### src/gtm_pkg.sv
// package of register offsets, field positions and constants for the 16-bit timer
package gtm_pkg;

  // ==========================================================
  // register offsets (word addresses on the plain register port)
  localparam logic [3:0] OFS_COUNT   = 4'h0;
  localparam logic [3:0] OFS_PERIOD  = 4'h1;
  localparam logic [3:0] OFS_CONTROL = 4'h2;
  localparam logic [3:0] OFS_STATUS  = 4'h3;
  localparam logic [3:0] OFS_ENABLE  = 4'h4;
  localparam logic [3:0] OFS_CLEAR   = 4'h5;

  // ==========================================================
  // control register field positions
  localparam int BIT_TIMER_ON     = 15;
  localparam int BIT_STOP_IDLE    = 13;
  localparam int BIT_GATE_ACC     = 6;
  localparam int BIT_PRESCALE_HI  = 5;
  localparam int BIT_PRESCALE_LO  = 4;
  localparam int BIT_EXT_SYNC     = 2;
  localparam int BIT_CLOCK_SOURCE = 1;

  // ==========================================================
  // status / enable bit positions
  localparam int EVT_MATCH = 0;
  localparam int EVT_GATE  = 1;
  localparam int EVT_NUM   = 2;

  // ==========================================================
  // values after reset and the mask of implemented control bits
  localparam logic [15:0] RST_COUNT   = 16'h0000;
  localparam logic [15:0] RST_PERIOD  = 16'hffff;
  localparam logic [15:0] RST_CONTROL = 16'h0000;
  localparam logic [15:0] CONTROL_MASK = 16'ha076;

  // ==========================================================
  // prescale select encodings and terminal counts
  localparam logic [1:0] PS_DIV1   = 2'h0;
  localparam logic [1:0] PS_DIV8   = 2'h1;
  localparam logic [1:0] PS_DIV64  = 2'h2;
  localparam logic [1:0] PS_DIV256 = 2'h3;
  localparam logic [7:0] PS_TOP1   = 8'h00;
  localparam logic [7:0] PS_TOP8   = 8'h07;
  localparam logic [7:0] PS_TOP64  = 8'h3f;
  localparam logic [7:0] PS_TOP256 = 8'hff;

  // ==========================================================
  // timing: one instruction cycle per clk_in cycle (100 ns at 10 MHz)
  localparam int CLK_PERIOD_NS = 100;
  localparam int TCY_NS        = 100;
  localparam int TCY_CYCLES    = (TCY_NS + CLK_PERIOD_NS - 1) / CLK_PERIOD_NS;

endpackage

### src/gtm_sync.sv
// two flip-flop synchroniser for a single level from outside the clock domain
`timescale 1ns/1ps
module gtm_sync
(
  // clock and reset
  input  wire logic clk_in,
  input  wire logic reset_n_in,
  // level in and out
  input  wire logic async_in,
  output logic      sync_out
);
  import gtm_pkg::*;

  logic stage1;

  // ==========================================================
  // first stage read only by the second
  always_ff @(posedge clk_in or negedge reset_n_in)
  begin
    if (!reset_n_in)
    begin
      stage1   <= 1'b0;
      sync_out <= 1'b0;
    end
    else
    begin
      stage1   <= async_in;
      sync_out <= stage1;
    end
  end
endmodule

### src/gtm_prescaler.sv
// prescaler dividing count pulses by 1, 8, 64 or 256
`timescale 1ns/1ps
module gtm_prescaler
(
  // clock and reset
  input  wire logic       clk_in,
  input  wire logic       reset_n_in,
  // control
  input  wire logic       clear_in,
  input  wire logic [1:0] select_in,
  input  wire logic       tick_in,
  // divided tick
  output logic            tick_out
);
  import gtm_pkg::*;

  logic [7:0] count;
  logic [7:0] top;

  // ==========================================================
  // terminal count per select encoding
  function automatic logic [7:0] top_of(input logic [1:0] sel);
    case (sel)
      PS_DIV1:   top_of = PS_TOP1;
      PS_DIV8:   top_of = PS_TOP8;
      PS_DIV64:  top_of = PS_TOP64;
      default:   top_of = PS_TOP256;
    endcase
  endfunction

  assign top = top_of(select_in);
  assign tick_out = tick_in && (count >= top);

  // ==========================================================
  // divider counter, cleared by request; only moves on an input tick
  always_ff @(posedge clk_in or negedge reset_n_in)
  begin
    if (!reset_n_in)
      count <= 8'h00;
    else if (clear_in)
      count <= 8'h00;
    else if (tick_in)
    begin
      if (count >= top)
        count <= 8'h00;
      else
        count <= count + 8'h01;
    end
  end
endmodule

### src/gtm_timer.sv
// 16-bit general timer/counter with prescaler, gate and interrupt logic
//
// Local design decisions: the address map and strobed register access.
`timescale 1ns/1ps
module gtm_timer
(
  // clock and reset
  input  wire logic        clk_in,
  input  wire logic        reset_n_in,
  // register port
  input  wire logic [3:0]  reg_addr_in,
  input  wire logic [15:0] reg_wdata_in,
  input  wire logic        reg_write_in,
  input  wire logic        reg_read_in,
  output logic [15:0]      reg_rdata_out,
  // cpu power state
  input  wire logic        cpu_idle_in,
  input  wire logic        cpu_sleep_in,
  // external clock / gate pin
  input  wire logic        external_clock_gate_pin_in,
  // interrupt
  output logic             irq_out
);
  import gtm_pkg::*;

  // ==========================================================
  // register state
  logic [15:0]        count_register;
  logic [15:0]        period_register;
  logic [15:0]        control_register;
  logic [EVT_NUM-1:0] status;
  logic [EVT_NUM-1:0] match_interrupt_enable;

  // ==========================================================
  // control fields
  logic       timer_on_bit;
  logic       stop_in_idle_bit;
  logic       gate_accumulate_enable;
  logic [1:0] prescale_select;
  logic       external_sync_select;
  logic       clock_source_select;

  assign timer_on_bit           = control_register[BIT_TIMER_ON];
  assign stop_in_idle_bit       = control_register[BIT_STOP_IDLE];
  assign gate_accumulate_enable = control_register[BIT_GATE_ACC];
  assign prescale_select        = control_register[BIT_PRESCALE_HI:BIT_PRESCALE_LO];
  assign external_sync_select   = control_register[BIT_EXT_SYNC];
  assign clock_source_select    = control_register[BIT_CLOCK_SOURCE];

  // ==========================================================
  // register access decode
  function automatic logic hit(input logic [3:0] addr, input logic [3:0] ofs);
    hit = (addr == ofs);
  endfunction

  logic write_count;
  logic write_period;
  logic write_control;
  logic write_enable;
  logic write_clear;

  assign write_count   = reg_write_in && hit(reg_addr_in, OFS_COUNT);
  assign write_period  = reg_write_in && hit(reg_addr_in, OFS_PERIOD);
  assign write_control = reg_write_in && hit(reg_addr_in, OFS_CONTROL);
  assign write_enable  = reg_write_in && hit(reg_addr_in, OFS_ENABLE);
  assign write_clear   = reg_write_in && hit(reg_addr_in, OFS_CLEAR);

  // ==========================================================
  // external pin synchroniser and edge detection
  logic pin_sync;
  logic pin_prev;
  logic pin_rise;
  logic pin_fall;

  gtm_sync u_pin_sync
  (
    .clk_in     (clk_in),
    .reset_n_in (reset_n_in),
    .async_in   (external_clock_gate_pin_in),
    .sync_out   (pin_sync)
  );

  // previous synchronised pin level
  always_ff @(posedge clk_in or negedge reset_n_in)
  begin
    if (!reset_n_in)
      pin_prev <= 1'b0;
    else
      pin_prev <= pin_sync;
  end

  assign pin_rise = pin_sync && !pin_prev;
  assign pin_fall = !pin_sync && pin_prev;

  // ==========================================================
  // counting mode from the source, sync and gate bits
  typedef enum logic [1:0]
  {
    MODE_TIMER,
    MODE_GATED,
    MODE_SYNC,
    MODE_ASYNC
  } gtm_mode_t;

  gtm_mode_t mode;

  // gate bit only matters with the internal source; the pin clocks otherwise
  always_comb
  begin
    if (!clock_source_select && gate_accumulate_enable)
      mode = MODE_GATED;
    else if (!clock_source_select)
      mode = MODE_TIMER;
    else if (external_sync_select)
      mode = MODE_SYNC;
    else
      mode = MODE_ASYNC;
  end

  // ==========================================================
  // run conditions for idle and sleep
  logic async_mode;
  logic run_ok;

  // async counter: external source with sync bit clear
  assign async_mode = (mode == MODE_ASYNC);

  // idle halts all modes when stop bit set; sleep leaves only async counter
  always_comb
  begin
    run_ok = timer_on_bit;
    if (cpu_idle_in && stop_in_idle_bit)
      run_ok = 1'b0;
    if (cpu_sleep_in && !async_mode)
      run_ok = 1'b0;
  end

  // ==========================================================
  // source selection into prescaler
  logic gated;
  logic src_tick;
  logic pre_tick;

  // gated accumulation relies on internal source chosen by software
  assign gated = (mode == MODE_GATED);

  // one tick source per mode; nothing reaches the prescaler while halted
  // both counter modes use the synchronised pin, as there is one clock
  always_comb
  begin
    src_tick = 1'b0;
    if (run_ok)
    begin
      case (mode)
        MODE_TIMER: src_tick = 1'b1;
        MODE_GATED: src_tick = pin_sync;
        MODE_SYNC:  src_tick = pin_rise;
        MODE_ASYNC: src_tick = pin_rise;
        default:    src_tick = 1'b0;
      endcase
    end
  end

  // prescaler clears on count write or on timer-on falling; while off it
  // simply receives no ticks, so nothing else resets it
  logic prescale_clear;
  assign prescale_clear = write_count ||
                          (write_control && timer_on_bit &&
                           !reg_wdata_in[BIT_TIMER_ON]);

  gtm_prescaler u_prescaler
  (
    .clk_in     (clk_in),
    .reset_n_in (reset_n_in),
    .clear_in   (prescale_clear),
    .select_in  (prescale_select),
    .tick_in    (src_tick),
    .tick_out   (pre_tick)
  );

  // ==========================================================
  // count step and period match
  logic        match_step;
  logic [15:0] next_count;

  always_comb
  begin
    next_count = count_register;
    match_step = 1'b0;
    if (pre_tick)
    begin
      if (count_register >= period_register)
      begin
        next_count = RST_COUNT;
        match_step = 1'b1;
      end
      else
        next_count = count_register + 16'h0001;
    end
  end

  // count register: software writes win, control writes do not touch it
  always_ff @(posedge clk_in or negedge reset_n_in)
  begin
    if (!reset_n_in)
      count_register <= RST_COUNT;
    else if (write_count)
      count_register <= reg_wdata_in;
    else
      count_register <= next_count;
  end

  // period register
  always_ff @(posedge clk_in or negedge reset_n_in)
  begin
    if (!reset_n_in)
      period_register <= RST_PERIOD;
    else if (write_period)
      period_register <= reg_wdata_in;
  end

  // control register, unimplemented bits read zero
  always_ff @(posedge clk_in or negedge reset_n_in)
  begin
    if (!reset_n_in)
      control_register <= RST_CONTROL;
    else if (write_control)
      control_register <= reg_wdata_in & CONTROL_MASK;
  end

  // ==========================================================
  // interrupt events: match and gate falling edge
  logic [EVT_NUM-1:0] events;
  logic               gate_end;

  assign gate_end = gated && run_ok && pin_fall;
  assign events[EVT_MATCH] = match_step;
  assign events[EVT_GATE]  = gate_end;

  // sticky status per event; a new event wins over a clear
  genvar gi;
  generate
    for (gi = 0; gi < EVT_NUM; gi++)
    begin : g_evt
      always_ff @(posedge clk_in or negedge reset_n_in)
      begin
        if (!reset_n_in)
          status[gi] <= 1'b0;
        else if (events[gi])
          status[gi] <= 1'b1;
        else if (write_clear && reg_wdata_in[gi])
          status[gi] <= 1'b0;
      end
    end
  endgenerate

  // interrupt enable register
  always_ff @(posedge clk_in or negedge reset_n_in)
  begin
    if (!reset_n_in)
      match_interrupt_enable <= '0;
    else if (write_enable)
      match_interrupt_enable <= reg_wdata_in[EVT_NUM-1:0];
  end

  // level interrupt while any enabled flag stands
  assign irq_out = |(status & match_interrupt_enable);

  // ==========================================================
  // read data, one cycle after the read strobe
  // word seen at each offset; clear register and unmapped places read zero
  function automatic logic [15:0] read_word(input logic [3:0] addr);
    case (addr)
      OFS_COUNT:   read_word = count_register;
      OFS_PERIOD:  read_word = period_register;
      OFS_CONTROL: read_word = control_register;
      OFS_STATUS:  read_word = {14'h0000, status};
      OFS_ENABLE:  read_word = {14'h0000, match_interrupt_enable};
      default:     read_word = 16'h0000;
    endcase
  endfunction

  // data stand for one cycle only, then drop back to zero
  always_ff @(posedge clk_in or negedge reset_n_in)
  begin
    if (!reset_n_in)
      reg_rdata_out <= 16'h0000;
    else if (reg_read_in)
      reg_rdata_out <= read_word(reg_addr_in);
    else
      reg_rdata_out <= 16'h0000;
  end
endmodule

### config.mk
export PLATFORM = sky130hd
export DESIGN_NAME = gtm_timer
export DESIGN_NICKNAME = d
export VERILOG_FILES = /design/src/gtm_pkg.sv /design/src/gtm_sync.sv /design/src/gtm_prescaler.sv /design/src/gtm_timer.sv
export SDC_FILE = /design/constraint.sdc
export NUM_CORES = 1
export LEC_CHECK = 0
export BUFFER_PORTS_ARGS = -buffer_cell sky130_fd_sc_hd__buf_2
export CORE_ASPECT_RATIO = 0.6
export CORE_MARGIN = 2
export CORE_UTILIZATION = 40
export DETAILED_ROUTE_END_ITERATION = 10
export GPL_ROUTABILITY_DRIVEN = 0
export PLACE_DENSITY = 0.62
export REMOVE_ABC_BUFFERS = 1
export SLEW_MARGIN = 0
export SYNTH_ARGS = -nofsm -noshare
export SYNTH_HDL_FRONTEND = slang
export SYNTH_SLANG_ARGS = --single-unit
### constraint.sdc
create_clock -name clk_in -period 2.3 [get_ports clk_in]
set_input_delay 0.23 -clock clk_in [delete_from_list [all_inputs] [get_ports clk_in]]
set_output_delay 0.23 -clock clk_in [all_outputs]
set_load 0.005 [all_outputs]
==> impl_summary.md <==
Route
The number of design rule violations left after detail routing is 0. The number of search-and-repair iterations in the first detailed-routing pass is 5. For this block, the initial DRC count from the detailed router was 290. Summed over all layers, the routed wires come to 11,300 microns.

The average via count per standard cell is 5.56. Once detail routing completed, the nets flagged for antenna violations numbered 0. The detail-routed net length per standard cell is 17.4 microns. Detailed routing inserted a total of 3,630 vias.

STA
The smallest clock period supported by the final layout is computed as 2.41 ns. The peak clock frequency supported by timing is 0.415 GHz. The worst slew slack as a fraction of its limit is 50.6%. The count of final hold-check violations is 0. The transition time of the tightest slew-check pin is 0.735 ns. The setup-violating endpoint count in the final report is 15. The portion of the clock cycle consumed by the worst path in the final layout is 105%. The setup total negative slack is -1.09 ns.

The number of pins with negative max-slew slack in the final report is 0. Setup slack on the critical path of the routed design comes to -0.110 ns. The clock arrives with 0.00734 ns of skew.

Setup repair after global routing could not meet its margin everywhere.

Placed design
The final HPWL from detailed placement is 8150 microns. The placed cell count is 630. The number of buffer cells added on primary ports is 43.

Status
The run finished, with violations left. The final reports fail on setup timing.

Logic synthesis
The number of synthesized flops with an enable pin is 0. In the synthesized netlist the async set-or-reset flop fraction comes to 100%. The register bit count reported by yosys is 70. The post-synthesis sequential area ratio is 43.1%.

The synthesized area is 4110 sq um. During synthesis, Yosys emitted a total of 0 warnings. The commonest register cell after synthesis is dfrtp_1. The mean area per synthesized cell is 9.87 sq um.

Synthesis produced 417 cells. The number of distinct library cells after synthesis is 57.

Finish
The number of nets in the layout is 564. The total of fill cells in the finished design is 893. The area growth from synthesis to layout is 31.6%. The fraction of final layout cells with drive strength greater than 1 is 37.8%. The count of non-filler cells in the finished layout is 653. 0 antenna diodes ended up in the layout. For this run, the share of the core covered by cells in the final layout is 54.6%.

Floorplan
The placeable core area is 9910 sq um. The x dimension of the die is 135 microns. For this configuration, the core starts out at a cell density of 41.5%. The number of top-level pins is 44. The die is 82.6 microns tall.

The overall die area is 11,100 sq um. The number of placement rows is 28.

Critical path
The slowest stage of the critical path belongs to the cell or4_4. The worst register-to-register path has a setup slack of -0.11 ns. Counting cells, the worst reg-to-reg path comes to 10. The number of buffers and inverters on the critical path is 3. In this run the critical register-to-register path is captured at count_register[0]$_DFFE_PN0P_. The required arrival time at the worst endpoint is 2.57 ns. The critical path startpoint category is a flip-flop. In this run the worst path has a maximum fanout of 6. The element type at the critical path end is a flip-flop. The signal on the critical path passes through inv_2 > ha_4 > a211oi_2 > nor2_1 > or4_4 > buf_6 > nor2_4 > buf_4 > nand3_1 > a21oi_2. The cell family contributing the most delay on the critical path is simple AND/OR/NAND/NOR gates. The worst setup path is of the flip-flop to flip-flop kind. In this run the worst setup path begins at period_register[13]$_DFFE_PN1P_. The arrival time at the worst endpoint is 2.68 ns. In this run the critical register-to-register path is launched from period_register[13]$_DFFE_PN1P_. For this run, the slowest stage of the critical path takes 0.57 ns.

Clock tree
After clock tree synthesis, the clock-pin slew on the worst setup and hold paths is 0.06 ns. No sink is reached through more buffers than the 2 on the longest clock path. The library cell used as clock root buffer is clkbuf_16. The number of H-tree levels is 3. The number of sinks handled by clock tree synthesis is 70. The clock tree from TritonCTS is built. The number of buffers added by the clock tree synthesis step is 9. The clock latency on the worst-skew pair is 0.34 ns.

Hold path
The worst hold path begins at reg_wdata_in[10]. The path category of the worst min-delay check is input pin to flip-flop. The worst hold path passes through 3 cells. The worst hold path terminates at count_register[10]$_DFFE_PN0P_.

Job
Across the run, the number of max-cap violations was 0.

Pwr
In this run the power density over the cells is 1020 nW/um^2. The leakage power is 2.43 nW. The largest vdd supply drop is 0.451 mV.

Global route
The first global-routing pass estimated 18,200 microns of wire. The aggregate global routing overflow is 0. The number of global-route vias before repair is 3,525. The pin count of the biggest net entering global routing is 28. The initial antenna violation count is 0.

Global routing consumed, over all layers together, 21.5% of the routing resources.
worst max-delay path by stage:
stage / endpoint / slack [ns] / depth (start not counted)
finish: count_register[0]$_DFFE_PN0P_ / -0.11 / 10
global route: count_register[0]$_DFFE_PN0P_ / -0.22 / 10
CTS: count_register[4]$_DFFE_PN0P_ / -0.09 / 10
detailed placement: count_register[0]$_DFFE_PN0P_ / -0.21 / 10
global placement: count_register[9]$_DFFE_PN0P_ / -0.15 / 11
floorplan: count_register[5]$_DFFE_PN0P_ / -0.13 / 8
cell type report:
class / instances / area (sq um) / share of cell area, %
clock buffer: 15 / 268 / 4.95
clock inverter: 1 / 30.0 / 0.555
inverter: 30 / 113 / 2.08
multi-input combinational: 300 / 2330 / 43.1
sequential: 70 / 1770 / 32.8
tap: 135 / 169 / 3.12
timing repair buffer: 102 / 726 / 13.4
placed cells by master (no fill, tap or decap), types with 7 or more instances in the layout:
| cell | netlist | routed |
|---|---|---|
| mux2_1 | 10 | 10 |
| o21ai_1 | 8 | 9 |
| clkbuf_16 | 0 | 10 |
| o221ai_2 | 7 | 7 |
| dfstp_2 | 16 | 16 |
| nor2_1 | 50 | 48 |
| nand2_1 | 30 | 27 |
| nand3_1 | 19 | 19 |
| buf_4 | 0 | 51 |
| mux2i_1 | 8 | 8 |
| dfrtp_1 | 54 | 52 |
| inv_1 | 30 | 24 |
| a21oi_1 | 24 | 21 |
| ha_1 | 24 | 18 |
| mux2_2 | 16 | 16 |
| buf_2 | 8 | 43 |
| a22oi_1 | 13 | 13 |
cells in the mapped netlist, drive strengths merged (2+ instances only):
library cell  instances  area share, %
nand3                19            2.3
clkbuf                5           0.46
o22a                  2           0.43
and3                  6           0.91
nor2                 50            4.6
buf                  12            1.7
a211oi                4           0.85
nor3                  9            1.6
dfstp                16             10
o221ai                7            2.6
a22o                  2           0.43
xnor2                 5            1.1
a32oi                 4           0.85
a21oi                24            2.9
a31oi                 3           0.46
o21a                  2           0.36
nand4                 6           0.91
o21ai                15            1.8
nand2b                5           0.76
dfrtp                54             33
a32o                  3           0.73
nand3b                2           0.36
nor2b                 6           0.91
a22oi                13            2.4
mux2                 26            7.1
nor4                  5            1.1
ha                   24            7.3
nand2                31            3.0
mux2i                 8            1.9
inv                  30            2.7
a2bb2oi               2           0.43
where the power goes:
group	internal [mW]	switching, mW
Combinational	1.15	1.15
Sequential	1.55	0.254
Clock	0.901	0.513
Total	3.61	1.91
per-layer routing:
layer	up-vias	GRT usage [%]	wire length, microns
met2	99	31.6	4770
met4	0	7.16	195
li1	1710	-	-
met1	1805	31.2	5800
met3	16	5.01	571
met5	-	0	0
worst min-delay path, delay by kind of cell:
kind / cells / cell delay [ns]
buf+inv: 1 / 0.09
simple gates: 1 / 0.05
compound gates: 1 / 0.05
registers in the layout, indices dropped and copies added, names as in the netlist:
register and count:
count_register 16, period_register 16, reg_rdata_out 16, u_prescaler.count 8, control_register 7, match_interrupt_enable 2
status 2, pin_prev 1, u_pin_sync.stage1 1, u_pin_sync.sync_out 1
logic make-up (layout without fill, tap and decap cells):
logic type      after synthesis  after routing  synth area share (%)
compound gates               89             89                  16.2
buf+inv                      47            148                  4.90
flops                        70             70                  43.1
fa+ha+maj                    24             24                  7.30
simple gates                148            148                  18.4
mux                          34             34                  9.06
xor+xnor                      5              5                  1.06
through the flow:
step / hold WS, ns / setup WS [ns] / area (sq um) / total power [mW]
6_report: 0.118 / -0.110 / 5410 / 5.52
3_3_place_gp: 0.209 / -0.145 / 4840 / 3.74
2_1_floorplan: -0.0656 / -0.133 / 4030 / 2.86
4_1_cts: 0.115 / -0.0889 / 5300 / 5.45
5_1_grt: 0.132 / -0.217 / 5410 / 5.87
3_5_place_dp: 0.216 / -0.213 / 4840 / 3.81
repair_timing:
item,in CTS,in global routing
hold buffers,2,0
pin swaps,11,9
buffers inserted,3,2
endpoints found under the setup margin,16,23
cloned,0,1
hold endpoints to repair,14,0
resized for setup,25,21
(Power assumes the default switching activity.)
